**src/include/leis_defines.svh**
```systemverilog
// How it works
// - Rate field picks 2560/40960/655360/10485760-bit interval
// - Type field: single bit, or 2-4 symbols
// - Bit 1 periodic; count field continuous/16/128/1024
// - Status bit 0 reads 1 without pixel clock
`ifndef LEIS_DEFINES_SVH
`define LEIS_DEFINES_SVH

// Register indexes; byte address is four times the index
`define LEIS_IDX_CTRL      8'h11
`define LEIS_IDX_RSVD_A    8'h12
`define LEIS_IDX_RSVD_B    8'h13
`define LEIS_IDX_RSVD_C    8'h14
`define LEIS_IDX_STATUS    8'h15
`define LEIS_IDX_RSVD_D    8'h16
`define LEIS_IDX_RSVD_E    8'h17
`define LEIS_IDX_INJ_STAT  8'h18
`define LEIS_IDX_ID        8'h1e
`define LEIS_IDX_CAPREV    8'h1f

// Reset values
`define LEIS_RST_CTRL      8'h00
`define LEIS_RST_RSVD_A    8'h40
`define LEIS_RST_RSVD_B    8'h22
`define LEIS_RST_RSVD_0    8'h00

// Control field positions
`define LEIS_CTRL_EN       0
`define LEIS_CTRL_PER      1
`define LEIS_CTRL_CNT_LO   2
`define LEIS_CTRL_TYPE_LO  4
`define LEIS_CTRL_RATE_LO  6

// Status field positions
`define LEIS_ST_PCLK       0
`define LEIS_ST_OUTEN      1
`define LEIS_ST_LCC        5
`define LEIS_ST_PORTSEL    6
`define LEIS_ST_COAX       7

// Interval lengths in serial bits, error totals, symbol length
`define LEIS_RATE0_BITS    2560
`define LEIS_RATE1_BITS    40960
`define LEIS_RATE2_BITS    655360
`define LEIS_RATE3_BITS    10485760
`define LEIS_TOTAL1        16
`define LEIS_TOTAL2        128
`define LEIS_TOTAL3        1024
`define LEIS_SYM_BITS      10

`endif

```
**src/include/leis_pkg.sv**
```systemverilog
package leis_pkg;
   // Injection engine states, one-hot
   typedef enum logic [2:0] {
      LEIS_IDLE    = 3'b001,
      LEIS_WAIT    = 3'b010,
      LEIS_CORRUPT = 3'b100
   } leis_state_t;
endpackage

```
**src/hdl/leis_regs.sv**
```systemverilog
`timescale 1ns/10ps
`include "leis_defines.svh"
module leis_regs #(
   parameter logic [7:0] DEVICE_ID  = 8'h5a, // Arbitrary value
   parameter logic [3:0] REVISION   = 4'h1,  // Arbitrary value
   parameter logic       CP_CAPABLE = 1'b0,
   parameter int         RATE0      = `LEIS_RATE0_BITS,
   parameter int         RATE1      = `LEIS_RATE1_BITS,
   parameter int         RATE2      = `LEIS_RATE2_BITS,
   parameter int         RATE3      = `LEIS_RATE3_BITS
) (
   input  wire logic        pclk,
   input  wire logic        presetn,
   input  wire logic        psel,
   input  wire logic        penable,
   input  wire logic        pwrite,
   input  wire logic [11:0] paddr,
   input  wire logic [31:0] pwdata,
   output logic      [31:0] prdata,
   output logic             pready,
   output logic             pslverr,
   input  wire logic        coax_strap_level,
   input  wire logic        control_port_select_strap,
   input  wire logic        local_control_channel_strap,
   input  wire logic        serial_output_active,
   input  wire logic        parallel_input_clock_valid,
   input  wire logic        ser_bit_valid,
   input  wire logic        ser_bit_in,
   output logic             ser_bit_out,
   output logic             ser_bit_out_valid
);
   logic [7:0]  ctrl, next_ctrl;
   logic [2:0]  straps, next_straps;
   logic        strap_taken, next_strap_taken;
   logic [31:0] next_prdata;
   logic        next_pready;
   logic        next_pslverr;
   logic        wr_ctrl;
   logic        inj_busy;
   logic        inj_done;
   logic [7:0]  idx;
   logic [7:0]  status;

   assign idx     = paddr[9:2];
   assign wr_ctrl = psel && penable && pready && pwrite && idx == `LEIS_IDX_CTRL && paddr[11:10] == 2'b00;

   // Status word; strap inputs read inverted where they are active low
   always_comb begin
      status                   = 8'h00;
      status[`LEIS_ST_COAX]    = straps[2];
      status[`LEIS_ST_PORTSEL] = straps[1];
      status[`LEIS_ST_LCC]     = straps[0];
      status[`LEIS_ST_OUTEN]   = serial_output_active;
      status[`LEIS_ST_PCLK]    = !parallel_input_clock_valid;
   end

   // Map lookup, shared by read data and the error answer
   function automatic logic map_hit(input logic [11:0] a);
      case (a[9:2])
         `LEIS_IDX_CTRL, `LEIS_IDX_RSVD_A, `LEIS_IDX_RSVD_B, `LEIS_IDX_RSVD_C,
         `LEIS_IDX_STATUS, `LEIS_IDX_RSVD_D, `LEIS_IDX_RSVD_E, `LEIS_IDX_INJ_STAT,
         `LEIS_IDX_ID, `LEIS_IDX_CAPREV: map_hit = (a[11:10] == 2'b00);
         default: map_hit = 1'b0;
      endcase
   endfunction

   // One wait state: answer is prepared in the first access cycle
   always_comb begin
      next_pready  = psel && penable && !pready;
      next_pslverr = 1'b0;
      next_prdata  = prdata;
      if (psel && penable && !pready) begin
         next_pslverr = !map_hit(paddr);
         next_prdata  = 32'h00000000;
         if (!pwrite && map_hit(paddr)) begin
            case (idx)
               `LEIS_IDX_CTRL:     next_prdata[7:0] = ctrl;
               `LEIS_IDX_RSVD_A:   next_prdata[7:0] = `LEIS_RST_RSVD_A;
               `LEIS_IDX_RSVD_B:   next_prdata[7:0] = `LEIS_RST_RSVD_B;
               `LEIS_IDX_STATUS:   next_prdata[7:0] = status;
               `LEIS_IDX_INJ_STAT: next_prdata[7:0] = {6'h00, inj_done, inj_busy};
               `LEIS_IDX_ID:       next_prdata[7:0] = DEVICE_ID;
               `LEIS_IDX_CAPREV:   next_prdata[7:0] = {3'b000, CP_CAPABLE, REVISION};
               default:            next_prdata[7:0] = `LEIS_RST_RSVD_0;
            endcase
         end
      end
   end

   // Control register; reserved words ignore writes
   always_comb begin
      next_ctrl = ctrl;
      if (wr_ctrl) begin
         next_ctrl = pwdata[7:0];
      end
   end

   // Straps are caught once, on the first edge after reset release
   always_comb begin
      next_straps      = straps;
      next_strap_taken = 1'b1;
      if (!strap_taken) begin
         next_straps = {coax_strap_level, !control_port_select_strap, !local_control_channel_strap};
      end
   end

   always_ff @(posedge pclk or negedge presetn) begin
      if (!presetn) begin
         ctrl        <= `LEIS_RST_CTRL;
         straps      <= 3'b000;
         strap_taken <= 1'b0;
         prdata      <= 32'h00000000;
         pready      <= 1'b0;
         pslverr     <= 1'b0;
      end else begin
         ctrl        <= next_ctrl;
         straps      <= next_straps;
         strap_taken <= next_strap_taken;
         prdata      <= next_prdata;
         pready      <= next_pready;
         pslverr     <= next_pslverr;
      end
   end

   // Any control write restarts the engine so new fields apply cleanly
   leis_injector #(
      .RATE0 (RATE0),
      .RATE1 (RATE1),
      .RATE2 (RATE2),
      .RATE3 (RATE3)
   ) u_injector (
      .pclk          (pclk),
      .presetn       (presetn),
      .enable        (ctrl[`LEIS_CTRL_EN]),
      .periodic      (ctrl[`LEIS_CTRL_PER]),
      .rate          (ctrl[`LEIS_CTRL_RATE_LO +: 2]),
      .itype         (ctrl[`LEIS_CTRL_TYPE_LO +: 2]),
      .icount        (ctrl[`LEIS_CTRL_CNT_LO +: 2]),
      .restart       (wr_ctrl),
      .bit_valid     (ser_bit_valid),
      .bit_in        (ser_bit_in),
      .bit_out       (ser_bit_out),
      .bit_out_valid (ser_bit_out_valid),
      .busy          (inj_busy),
      .done          (inj_done)
   );

   // Status bit zero follows the inverted clock detector
   property p_pclk_status;
      @(posedge pclk) disable iff (!presetn)
      psel && penable && pready && !pwrite && paddr == {2'b00, `LEIS_IDX_STATUS, 2'b00}
         |-> prdata[0] == !$past(parallel_input_clock_valid);
   endproperty
   a_pclk_status: assert property (p_pclk_status) else $error("clock detect bit wrong");

   property p_disabled_clean;
      @(posedge pclk) disable iff (!presetn)
      !ctrl[`LEIS_CTRL_EN] |=> ser_bit_out == $past(ser_bit_in);
   endproperty
   a_disabled_clean: assert property (p_disabled_clean) else $error("bit corrupted while disabled");

   property p_ctrl_write;
      @(posedge pclk) disable iff (!presetn)
      wr_ctrl |=> ctrl == $past(pwdata[7:0]) && !inj_done;
   endproperty
   a_ctrl_write: assert property (p_ctrl_write) else $error("control write not taken");

   property p_rate_reset;
      @(posedge pclk) disable iff (!presetn)
      $rose(strap_taken) |-> ctrl == `LEIS_RST_CTRL;
   endproperty
   a_rate_reset: assert property (p_rate_reset) else $error("control reset value wrong");

   property p_one_wait;
      @(posedge pclk) disable iff (!presetn)
      psel && penable && !pready |=> pready ##1 !pready;
   endproperty
   a_one_wait: assert property (p_one_wait) else $error("answer timing wrong");

   // Clearing the enable parks the engine within one cycle
   property p_disabled_idle;
      @(posedge pclk) disable iff (!presetn)
      !ctrl[`LEIS_CTRL_EN] |=> !inj_busy;
   endproperty
   a_disabled_idle: assert property (p_disabled_idle) else $error("engine busy while disabled");

   // A finished run leaves the stream untouched until rewritten
   property p_done_quiet;
      @(posedge pclk) disable iff (!presetn)
      inj_done |=> ser_bit_out == $past(ser_bit_in);
   endproperty
   a_done_quiet: assert property (p_done_quiet) else $error("bit corrupted after run finished");

   // Control fields change only through a bus write to them
   property p_ctrl_hold;
      @(posedge pclk) disable iff (!presetn)
      !wr_ctrl |=> ctrl == $past(ctrl);
   endproperty
   a_ctrl_hold: assert property (p_ctrl_hold) else $error("control changed without a write");

   // Error answer only for addresses outside the map
   property p_err_answer;
      @(posedge pclk) disable iff (!presetn)
      psel && penable && pready |-> pslverr == !map_hit(paddr);
   endproperty
   a_err_answer: assert property (p_err_answer) else $error("error answer wrong");

   // Registers are one byte wide, upper read bits stay zero
   property p_read_upper;
      @(posedge pclk) disable iff (!presetn)
      psel && penable && pready && !pwrite |-> prdata[31:8] == 24'h000000;
   endproperty
   a_read_upper: assert property (p_read_upper) else $error("upper read bits not zero");

   // Bit strobe passes through with one cycle of latency
   property p_valid_pass;
      @(posedge pclk) disable iff (!presetn)
      ser_bit_valid |=> ser_bit_out_valid;
   endproperty
   a_valid_pass: assert property (p_valid_pass) else $error("bit strobe lost");
endmodule

```
**src/hdl/leis_injector.sv**
```systemverilog
`timescale 1ns/10ps
`include "leis_defines.svh"
module leis_injector #(
   parameter int RATE0 = `LEIS_RATE0_BITS,
   parameter int RATE1 = `LEIS_RATE1_BITS,
   parameter int RATE2 = `LEIS_RATE2_BITS,
   parameter int RATE3 = `LEIS_RATE3_BITS
) (
   input  wire logic       pclk,
   input  wire logic       presetn,
   input  wire logic       enable,
   input  wire logic       periodic,
   input  wire logic [1:0] rate,
   input  wire logic [1:0] itype,
   input  wire logic [1:0] icount,
   input  wire logic       restart,
   input  wire logic       bit_valid,
   input  wire logic       bit_in,
   output logic            bit_out,
   output logic            bit_out_valid,
   output logic            busy,
   output logic            done
);
   leis_pkg::leis_state_t st, next_st;
   logic [23:0] ivl_cnt, next_ivl_cnt;
   logic [3:0]  pos, next_pos;
   logic [1:0]  sym_left, next_sym_left;
   logic [10:0] err_cnt, next_err_cnt;
   logic        next_done;
   logic        flip_now;
   logic        ivl_hit;

   // Interval length for a rate code
   function automatic logic [23:0] interval(input logic [1:0] r);
      case (r)
         2'b00:   interval = 24'(RATE0);
         2'b01:   interval = 24'(RATE1);
         2'b10:   interval = 24'(RATE2);
         default: interval = 24'(RATE3);
      endcase
   endfunction

   // Error total for a count code; zero means run on
   function automatic logic [10:0] limit(input logic [1:0] c);
      case (c)
         2'b01:   limit = 11'(`LEIS_TOTAL1);
         2'b10:   limit = 11'(`LEIS_TOTAL2);
         2'b11:   limit = 11'(`LEIS_TOTAL3);
         default: limit = 11'h000;
      endcase
   endfunction

   assign ivl_hit = (ivl_cnt == interval(rate) - 24'h000001);

   // Sequencing of interval wait and symbol corruption
   always_comb begin
      next_st       = st;
      next_ivl_cnt  = ivl_cnt;
      next_pos      = pos;
      next_sym_left = sym_left;
      next_err_cnt  = err_cnt;
      next_done     = done;
      flip_now      = 1'b0;
      if (restart || !enable) begin
         next_st      = leis_pkg::LEIS_IDLE;
         next_ivl_cnt = 24'h000000;
         if (restart) begin
            next_done    = 1'b0;
            next_err_cnt = 11'h000;
         end
      end else begin
         case (st)
            leis_pkg::LEIS_IDLE: begin
               if (!done) begin
                  next_st      = leis_pkg::LEIS_WAIT;
                  next_ivl_cnt = 24'h000000;
               end
            end
            leis_pkg::LEIS_WAIT: begin
               if (bit_valid) begin
                  next_ivl_cnt = ivl_cnt + 24'h000001;
                  if (ivl_hit) begin
                     flip_now      = 1'b1;
                     next_pos      = 4'h0;
                     next_sym_left = itype;
                     next_st       = (itype == 2'b00) ? leis_pkg::LEIS_WAIT : leis_pkg::LEIS_CORRUPT;
                  end
               end
            end
            leis_pkg::LEIS_CORRUPT: begin
               if (bit_valid) begin
                  next_pos = pos + 4'h1;
                  if (pos == 4'(`LEIS_SYM_BITS - 1)) begin
                     flip_now      = 1'b1;
                     next_pos      = 4'h0;
                     next_sym_left = sym_left - 2'b01;
                     if (sym_left == 2'b01) begin
                        next_st = leis_pkg::LEIS_WAIT;
                     end
                  end
               end
            end
            default: next_st = leis_pkg::LEIS_IDLE;
         endcase
         // One error finishes when its last flip lands in the wait state
         if (flip_now && next_st == leis_pkg::LEIS_WAIT) begin
            next_err_cnt = err_cnt + 11'h001;
            next_ivl_cnt = 24'h000000;
            if (!periodic || (icount != 2'b00 && next_err_cnt == limit(icount))) begin
               next_done = 1'b1;
               next_st   = leis_pkg::LEIS_IDLE;
            end
         end
      end
   end

   always_ff @(posedge pclk or negedge presetn) begin
      if (!presetn) begin
         st            <= leis_pkg::LEIS_IDLE;
         ivl_cnt       <= 24'h000000;
         pos           <= 4'h0;
         sym_left      <= 2'b00;
         err_cnt       <= 11'h000;
         done          <= 1'b0;
         busy          <= 1'b0;
         bit_out       <= 1'b0;
         bit_out_valid <= 1'b0;
      end else begin
         st            <= next_st;
         ivl_cnt       <= next_ivl_cnt;
         pos           <= next_pos;
         sym_left      <= next_sym_left;
         err_cnt       <= next_err_cnt;
         done          <= next_done;
         busy          <= (next_st != leis_pkg::LEIS_IDLE);
         bit_out       <= bit_in ^ flip_now;
         bit_out_valid <= bit_valid;
      end
   end

   property p_ivl_bound;
      @(posedge pclk) disable iff (!presetn)
      st == leis_pkg::LEIS_WAIT |-> ivl_cnt < interval(rate);
   endproperty
   a_ivl_bound: assert property (p_ivl_bound) else $error("interval counter overran");

   property p_corrupt_type;
      @(posedge pclk) disable iff (!presetn)
      st == leis_pkg::LEIS_CORRUPT |-> itype != 2'b00 && sym_left != 2'b00;
   endproperty
   a_corrupt_type: assert property (p_corrupt_type) else $error("symbol corruption for single-bit type");

   property p_count_limit;
      @(posedge pclk) disable iff (!presetn)
      $rose(done) && periodic && icount != 2'b00 |-> err_cnt == limit(icount);
   endproperty
   a_count_limit: assert property (p_count_limit) else $error("error total wrong at stop");
endmodule

```
**config.mk**
```make
export PLATFORM = sky130hd
export DESIGN_NAME = leis_regs
export DESIGN_NICKNAME = d
export VERILOG_FILES = /design/src/include/leis_pkg.sv /design/src/hdl/leis_regs.sv /design/src/hdl/leis_injector.sv
export VERILOG_INCLUDE_DIRS = /design/src /design/src/include
export SDC_FILE = /design/constraint.sdc
export NUM_CORES = 1
export LEC_CHECK = 0
export ABC_AREA = 1
export BUFFER_PORTS_ARGS = -buffer_cell sky130_fd_sc_hd__buf_2
export CAP_MARGIN = 20
export CELL_PAD_IN_SITES_DETAIL_PLACEMENT = 0
export CELL_PAD_IN_SITES_GLOBAL_PLACEMENT = 1
export CORE_ASPECT_RATIO = 0.8
export CORE_MARGIN = 2
export CORE_UTILIZATION = 43
export CTS_CLUSTER_DIAMETER = 60
export DETAILED_ROUTE_END_ITERATION = 16
export HOLD_SLACK_MARGIN = 0.1
export PLACE_DENSITY_LB_ADDON = 0.12
export REMOVE_ABC_BUFFERS = 1
export SLEW_MARGIN = 10
export SYNTH_ARGS = -nofsm -noshare
export SYNTH_HDL_FRONTEND = slang
export SYNTH_SLANG_ARGS = --single-unit
```
**constraint.sdc**
```tcl
create_clock -name pclk -period 4.46 [get_ports pclk]
set_input_delay 0.446 -clock pclk [delete_from_list [all_inputs] [get_ports pclk]]
set_output_delay 0.446 -clock pclk [all_outputs]
set_load 0.02 [all_outputs]
```
==> results.json, run 1 <==
{
  "synth_cell_types": 46,
  "critPathSlowestCell": "nand2_1",
  "pwr_density_cell_nw_per_um2": 334.6,
  "tightestPinTransition_ns": 0.9976,
  "io_buffers": 41,
  "busiest_layer": "met1",
  "met3_usage": 0.03819,
  "period_minus_slack_ns": 3.053,
  "layout-drive-gt1-share": 0.1637,
  "fin_cells": 877,
  "wirelength_um": 12290,
  "drtAntennaViolNets": 0,
  "cts_setup_buffers": 0,
  "firstDrtPassIters": 6,
  "grt_antenna_before_repair": 0,
  "grt_pass1_wl_um": 20730,
  "critical_path_class": "reg -> reg",
  "setup-tns-final_ns": 0,
  "grt_max_degree": 71,
  "synth_edf_count": 0,
  "max_clock_freq_mhz": 327.5,
  "finalCritPeriodShare": 0.6846,
  "hold_buffers": 0,
  "end_kind": "register",
  "ys_warn_count": 0,
  "max-clock-path-buffers": 2,
  "synth_most_common_cell": "nand2_1",
  "start_util": 0.4444,
  "wl_per_cell_um": 14.01,
  "cp_top_family": "simple AND/OR/NAND/NOR gates",
  "clkLatencyLatePin_ns": 0.34,
  "grt-ovfl-total": 0,
  "antenna_cells": 0,
  "numCtsBuffers": 9,
  "relSlewSlack": 0.3324,
  "cts.htree.levels": 3,
  "holdCritPathClass": "in -> reg",
  "dieArea_sq_um": 12170,
  "cts-root-buf": "clkbuf_16",
  "synth_ff_type": "dfrtp_1",
  "fin_skew_ns": 0.007216,
  "synth_cells": 692,
  "grt_util_all_layers": 0.2144,
  "synth_top_area_cell": "dfrtp_1",
  "num_vias": 4471,
  "async_flop_share": 1.000,
  "nets": 790,
  "power_w": 0.001790,
  "status": "completed",
  "die-width_um": 122.8,
  "cts_resized": 0,
  "ir_drop_mv": 0.2789,
  "io_pins": 92,
  "hpwl_um": 8991,
  "clk_pin_slew_ns": 0.06,
  "gp_congestion": 0.9214,
  "synth_top_area_share": 0.3554,
  "cp.required_ns": 4.65,
  "via_per_inst": 5.098,
  "cts_tree": "built",
  "cp_max_fo": 25,
  "fill_cells": 1129,
  "yosys_register_bits": 70,
  "drtIter0Drc": 298,
  "netlist_area_sq_um": 4858,
  "area_growth_pct": 10.10,
  "synthTopCellsByArea": "dfrtp_1 36%, nand2_1 16%, nor2_1 5.4%",
  "crit_arrival_ns": 3.25,
  "std_cell_rows": 34,
  "power.leakage_nw": 2.574,
  "grt_pass1_vias": 4175,
  "slew_violations": 0,
  "syn_area_per_cell_sq_um": 7.021,
  "die_h_um": 99.08,
  "core_area_sq_um": 10930,
  "synth_common_cells": "202 x nand2_1, 70 x nor2_1, 69 x dfrtp_1",
  "grt_use_met1": 0.3348,
  "setup_violations": 0,
  "max_stage_delay_ns": 0.62,
  "path_buf_inv": 3,
  "ys_seq_area_frac": 0.3608,
  "rsz0062_at_grt": "false",
  "dp.cells": 861,
  "met2_usage": 0.3073,
  "drv_cap": 0,
  "startpoint_type": "register",
  "path_cells": "inv_1 -> nand3_1 -> inv_1 -> nand2_1 -> nand2_1 -> inv_2 -> nor3_1 -> nor2_1 -> o21ai_0 -> nor2_2",
  "hold_violations": 0,
  "cts.sinks": 70,
  "remaining_drc_errors": 0,
  "regToRegSetupSlack_ns": 1.41
}
[report_power, final]
group	internal, W	switching (W)	total, W
logic	0.0000796	0.000277	0.000357
clock network	0.000446	0.000278	0.000724
registers	0.000680	0.0000287	0.000709
total	0.00121	0.000584	0.00179
[flip-flops by register name (all words and copies together), names as in the netlist]
name	flops
u_injector.st	3
pready	1
pslverr	1
u_injector.busy	1
u_injector.pos	4
u_injector.ivl_cnt	24
ctrl	8
u_injector.done	1
prdata	8
u_injector.err_cnt	11
u_injector.bit_out	1
strap_taken	1
u_injector.bit_out_valid	1
u_injector.sym_left	2
straps	3
[logic make-up after synthesis]
logic type      after synthesis  synth area share
mux                           1          0.002318
flops                        70            0.3608
simple gates                418            0.3969
compound gates               77           0.09915
fa+ha+maj                     6           0.01545
other cells                   2          0.001546
buf+inv                     114            0.1167
xor+xnor                      4          0.007212
[worst register-to-register path, stage by stage, from the launching register on]
cell	delay (ns)
dfrtp_1	0.40
inv_1	0.06
nand3_1	0.19
inv_1	0.61
nand2_1	0.18
nand2_1	0.62
inv_2	0.39
nor3_1	0.24
nor2_1	0.05
o21ai_0	0.11
nor2_2	0.06
[final cells by class]
| cell class | instances | area, sq um | share of cell area |
|---|---|---|---|
| Clock inverter | 6 | 61.31 | 0.01146 |
| Timing Repair Buffer | 42 | 212.7 | 0.03977 |
| Clock buffer | 10 | 239.0 | 0.04468 |
| Sequential cell | 70 | 1753 | 0.3277 |
| Inverter | 74 | 277.8 | 0.05193 |
| Multi-Input combinational cell | 531 | 2625 | 0.4908 |
| Tap cell | 144 | 180.2 | 0.03368 |
[path summary, 6_finish.rpt]
path,endpoint,from,cells past startpoint
max in group asynchronous,u_injector.ivl_cnt[2],presetn,2
max reg2reg,u_injector.ivl_cnt[4],u_injector.st[2],10
min,u_injector.bit_out,ser_bit_in,2
min reg2reg,u_injector.sym_left[1],u_injector.sym_left[1],2
min in group asynchronous,u_injector.ivl_cnt[22],presetn,2
max,u_injector.ivl_cnt[4],u_injector.st[2],10
[cell usage in the layout, fill, tap and decap left out, types with 10 or more instances in the layout]
master,n
inv_1,63
nor2_1,70
conb_1,25
nor2_2,10
o21ai_0,30
nand2_1,202
buf_2,41
nand3_1,52
nor3_1,17
a21oi_1,12
dfrtp_1,69
nand4_1,31
a21oi_2,13
[through the flow]
step / worst slack (ns) / utilization / hold slack [ns] / area (sq um)
3_3_place_gp: 1.512 / 0.4618 / 0.4594 / 5049
3_5_place_dp: 1.437 / 0.4618 / 0.4619 / 5049
6_report: 1.407 / 0.4892 / 0.2857 / 5349
2_1_floorplan: 2.273 / - / 0.1504 / 4656
4_1_cts: 1.411 / 0.4892 / 0.2787 / 5349
5_1_grt: 1.138 / 0.4892 / 0.2866 / 5349
[layer usage]
layer  vias up  share of wire  wire length, um
li1       2284              -                -
met1      2077           0.54             6590
met2       100           0.41             5077
met3        10          0.042              513
met4         0         0.0089              110
met5         -              0                0
No activity file was read; power rests on OpenSTA's default activity.
==> inputs of run 2 (changes only) <==
- ABC_AREA: 1 -> 0
- CORE_UTILIZATION: 43 -> 37
- clock period: 4.46 -> 2.68 ns (I/O delays scaled with it)
==> run 2 against run 1 <==
Critical path depth fell by 2; setup slack got worse by 1.2 ns; highest routed layer unchanged; critical path type unchanged; worst hold slack got worse by 0.21 ns; final area fell by 10%; sequential power rose by 65%; maximum frequency rose by 25%.
==> results.json, run 2 <==
{
  "hpwl_um": 6843,
  "multi_input_area_sq_um": 2226,
  "std_cell_rows": 34,
  "grt_util_all_layers": 0.1676,
  "netlist_area_sq_um": 4222,
  "synth_most_common_cell": "dfrtp_1",
  "synth_common_cells": "69 x dfrtp_1, 57 x nor2_1, 56 x nand2_1",
  "largest_reg_flops": 24,
  "gp_congestion": 0.7673,
  "fill_cells": 1096,
  "cts.sinks": 70,
  "status": "completed",
  "clk_pin_slew_ns": 0.06,
  "grt_pass1_vias": 3239,
  "synth_cell_types": 78,
  "ys_seq_area_frac": 0.4152,
  "area_growth_pct": 13.78,
  "layout-drive-gt1-share": 0.1770,
  "layout_common_cells": "69 x dfrtp_1, 57 x nor2_1, 56 x nand2_1",
  "firstDrtPassIters": 5,
  "cts_resized": 0,
  "busiest_layer": "met2",
  "synth_cells": 463,
  "slew_violations": 0,
  "cp_max_fo": 5,
  "cts.htree.levels": 3,
  "crit_arrival_ns": 2.67,
  "drtAntennaViolNets": 0,
  "core_area_sq_um": 10980,
  "hold_violations": 0,
  "regMostFlops": "u_injector.ivl_cnt",
  "layout_commonest_cell": "dfrtp_1",
  "startpoint_type": "register",
  "cts_tree": "built",
  "rsz0062_at_grt": "false",
  "drv_cap": 0,
  "yosys_register_bits": 70,
  "met2_usage": 0.2464,
  "syn_area_per_cell_sq_um": 9.118,
  "grt_antenna_before_repair": 0,
  "via_per_inst": 5.111,
  "worst_slack_ns": 0.2298,
  "nets": 571,
  "hold_buffers": 0,
  "dieArea_sq_um": 12290,
  "start_util": 0.3846,
  "fin_cells": 658,
  "tightestPinTransition_ns": 0.8978,
  "die_h_um": 99.54,
  "period_minus_slack_ns": 2.450,
  "critPathSlowestCell": "dfrtp_1",
  "cp.required_ns": 2.90,
  "synth_edf_count": 0,
  "setup_violations": 0,
  "antenna_cells": 0,
  "clkLatencyLatePin_ns": 0.33,
  "async_flop_share": 1.000,
  "grt_use_met1": 0.2442,
  "grt_pass1_wl_um": 16150,
  "synthTopCellsByArea": "dfrtp_1 41%, nor2_1 5.1%, nand2_1 5.0%",
  "ff_latch_area_sq_um": 1753,
  "synth_top_area_cell": "dfrtp_1",
  "max_clock_freq_mhz": 408.1,
  "holdCritPathClass": "in -> async",
  "power.leakage_nw": 2.152,
  "pwr_density_cell_nw_per_um2": 594.8,
  "io_pins": 92,
  "finalCritPeriodShare": 0.9142,
  "num_vias": 3363,
  "dp.cells": 642,
  "dpl-instance-area_sq_um": 4509,
  "max-clock-path-buffers": 2,
  "ys_warn_count": 0,
  "io_buffers": 41,
  "numCtsBuffers": 9,
  "fin_skew_ns": 0.005264,
  "critical_path_class": "reg -> reg",
  "ir_drop_mv": 0.3183,
  "pre_cts_ws_ns": 0.2268,
  "path_cells": "ha_1 -> nand4b_1 -> nor4_1 -> nand4_1 -> o21a_1 -> o211ai_2 -> mux2_1 -> mux2_2",
  "wirelength_um": 9551,
  "synth_ff_type": "dfrtp_1",
  "whs_ns": 0.07420,
  "max_stage_delay_ns": 0.40,
  "regToRegSetupSlack_ns": 0.23,
  "design_area_sq_um": 4803,
  "cts_setup_buffers": 0,
  "end_kind": "register",
  "drtIter0Drc": 160,
  "relSlewSlack": 0.4015,
  "synth_top_area_share": 0.4090,
  "grt_max_degree": 71,
  "cts-root-buf": "clkbuf_16",
  "largestRegisters": "u_injector.ivl_cnt: 24 flops, u_injector.err_cnt: 11 flops",
  "met3_usage": 0.04358,
  "die-width_um": 123.4,
  "grt-ovfl-total": 0,
  "remaining_drc_errors": 0,
  "wl_per_cell_um": 14.52
}
-- run 2: worst max-delay path: cells and delay by family (launching register included) --
kind / cells / cell delay [ns]
AO/OA/AOI/OAI: 2 / 0.39
adder cells (fa/ha/maj): 1 / 0.25
multiplexers: 2 / 0.60
flip-flops: 1 / 0.40
AND/OR/NAND/NOR: 3 / 0.71
-- run 2: logic make-up (layout without fill, tap and decap cells) --
logic type | count (synthesis) | in the layout | share of synthesized area
flops | 70 | 70 | 0.4152
mux | 9 | 9 | 0.02252
compound gates | 87 | 87 | 0.1526
xor+xnor | 27 | 27 | 0.05602
simple gates | 207 | 207 | 0.2561
other cells | 2 | 25 | 0.001779
fa+ha+maj | 6 | 6 | 0.01778
buf+inv | 55 | 83 | 0.07795
-- run 2: path summary, 6_finish.rpt --
kind,endpoint,cells past startpoint,from
min in group pclk,straps[1],2,control_port_select_strap
setup / recovery,u_injector.err_cnt[4],8,u_injector.ivl_cnt[0]
hold reg to reg,u_injector.sym_left[1],2,u_injector.sym_left[1]
max in group asynchronous,u_injector.ivl_cnt[22],1,presetn
hold / removal,u_injector.err_cnt[6],1,presetn
setup reg to reg,u_injector.err_cnt[4],8,u_injector.ivl_cnt[0]
-- run 2: power by group --
part           leakage, nW  internal, W  switching (W)  total (W)
Sequential           0.949      0.00111      0.0000585    0.00117
Combinational         1.06     0.000207       0.000298   0.000505
Clock                0.143     0.000743       0.000439    0.00118
Total                 2.15      0.00206       0.000795    0.00286
-- run 2: through the flow --
stage	util	setup TNS, ns	power (W)
global route	0.4376	0	0.003021
detailed placement	0.4109	0	0.001696
floorplan	-	-0.05364	0.001510
CTS	0.4376	0	0.002899
global placement	0.4109	0	0.001695
finish	0.4376	0	0.002857
-- run 2: metal layers --
layer / share of wire / up-vias / wire (um)
met2: 0.44 / 82 / 4188
met4: 0.011 / 0 / 101
met3: 0.044 / 7 / 422
li1: - / 1693 / -
met1: 0.51 / 1581 / 4839
met5: 0 / - / 0
-- run 2: cell type report --
class | instances | share of cell area
clock buffer | 12 | 0.05132
clock inverter | 4 | 0.009898
timing repair buffer | 53 | 0.06200
inverter | 14 | 0.01094
multi-input combinational | 361 | 0.4634
sequential | 70 | 0.3649
tap | 144 | 0.03751
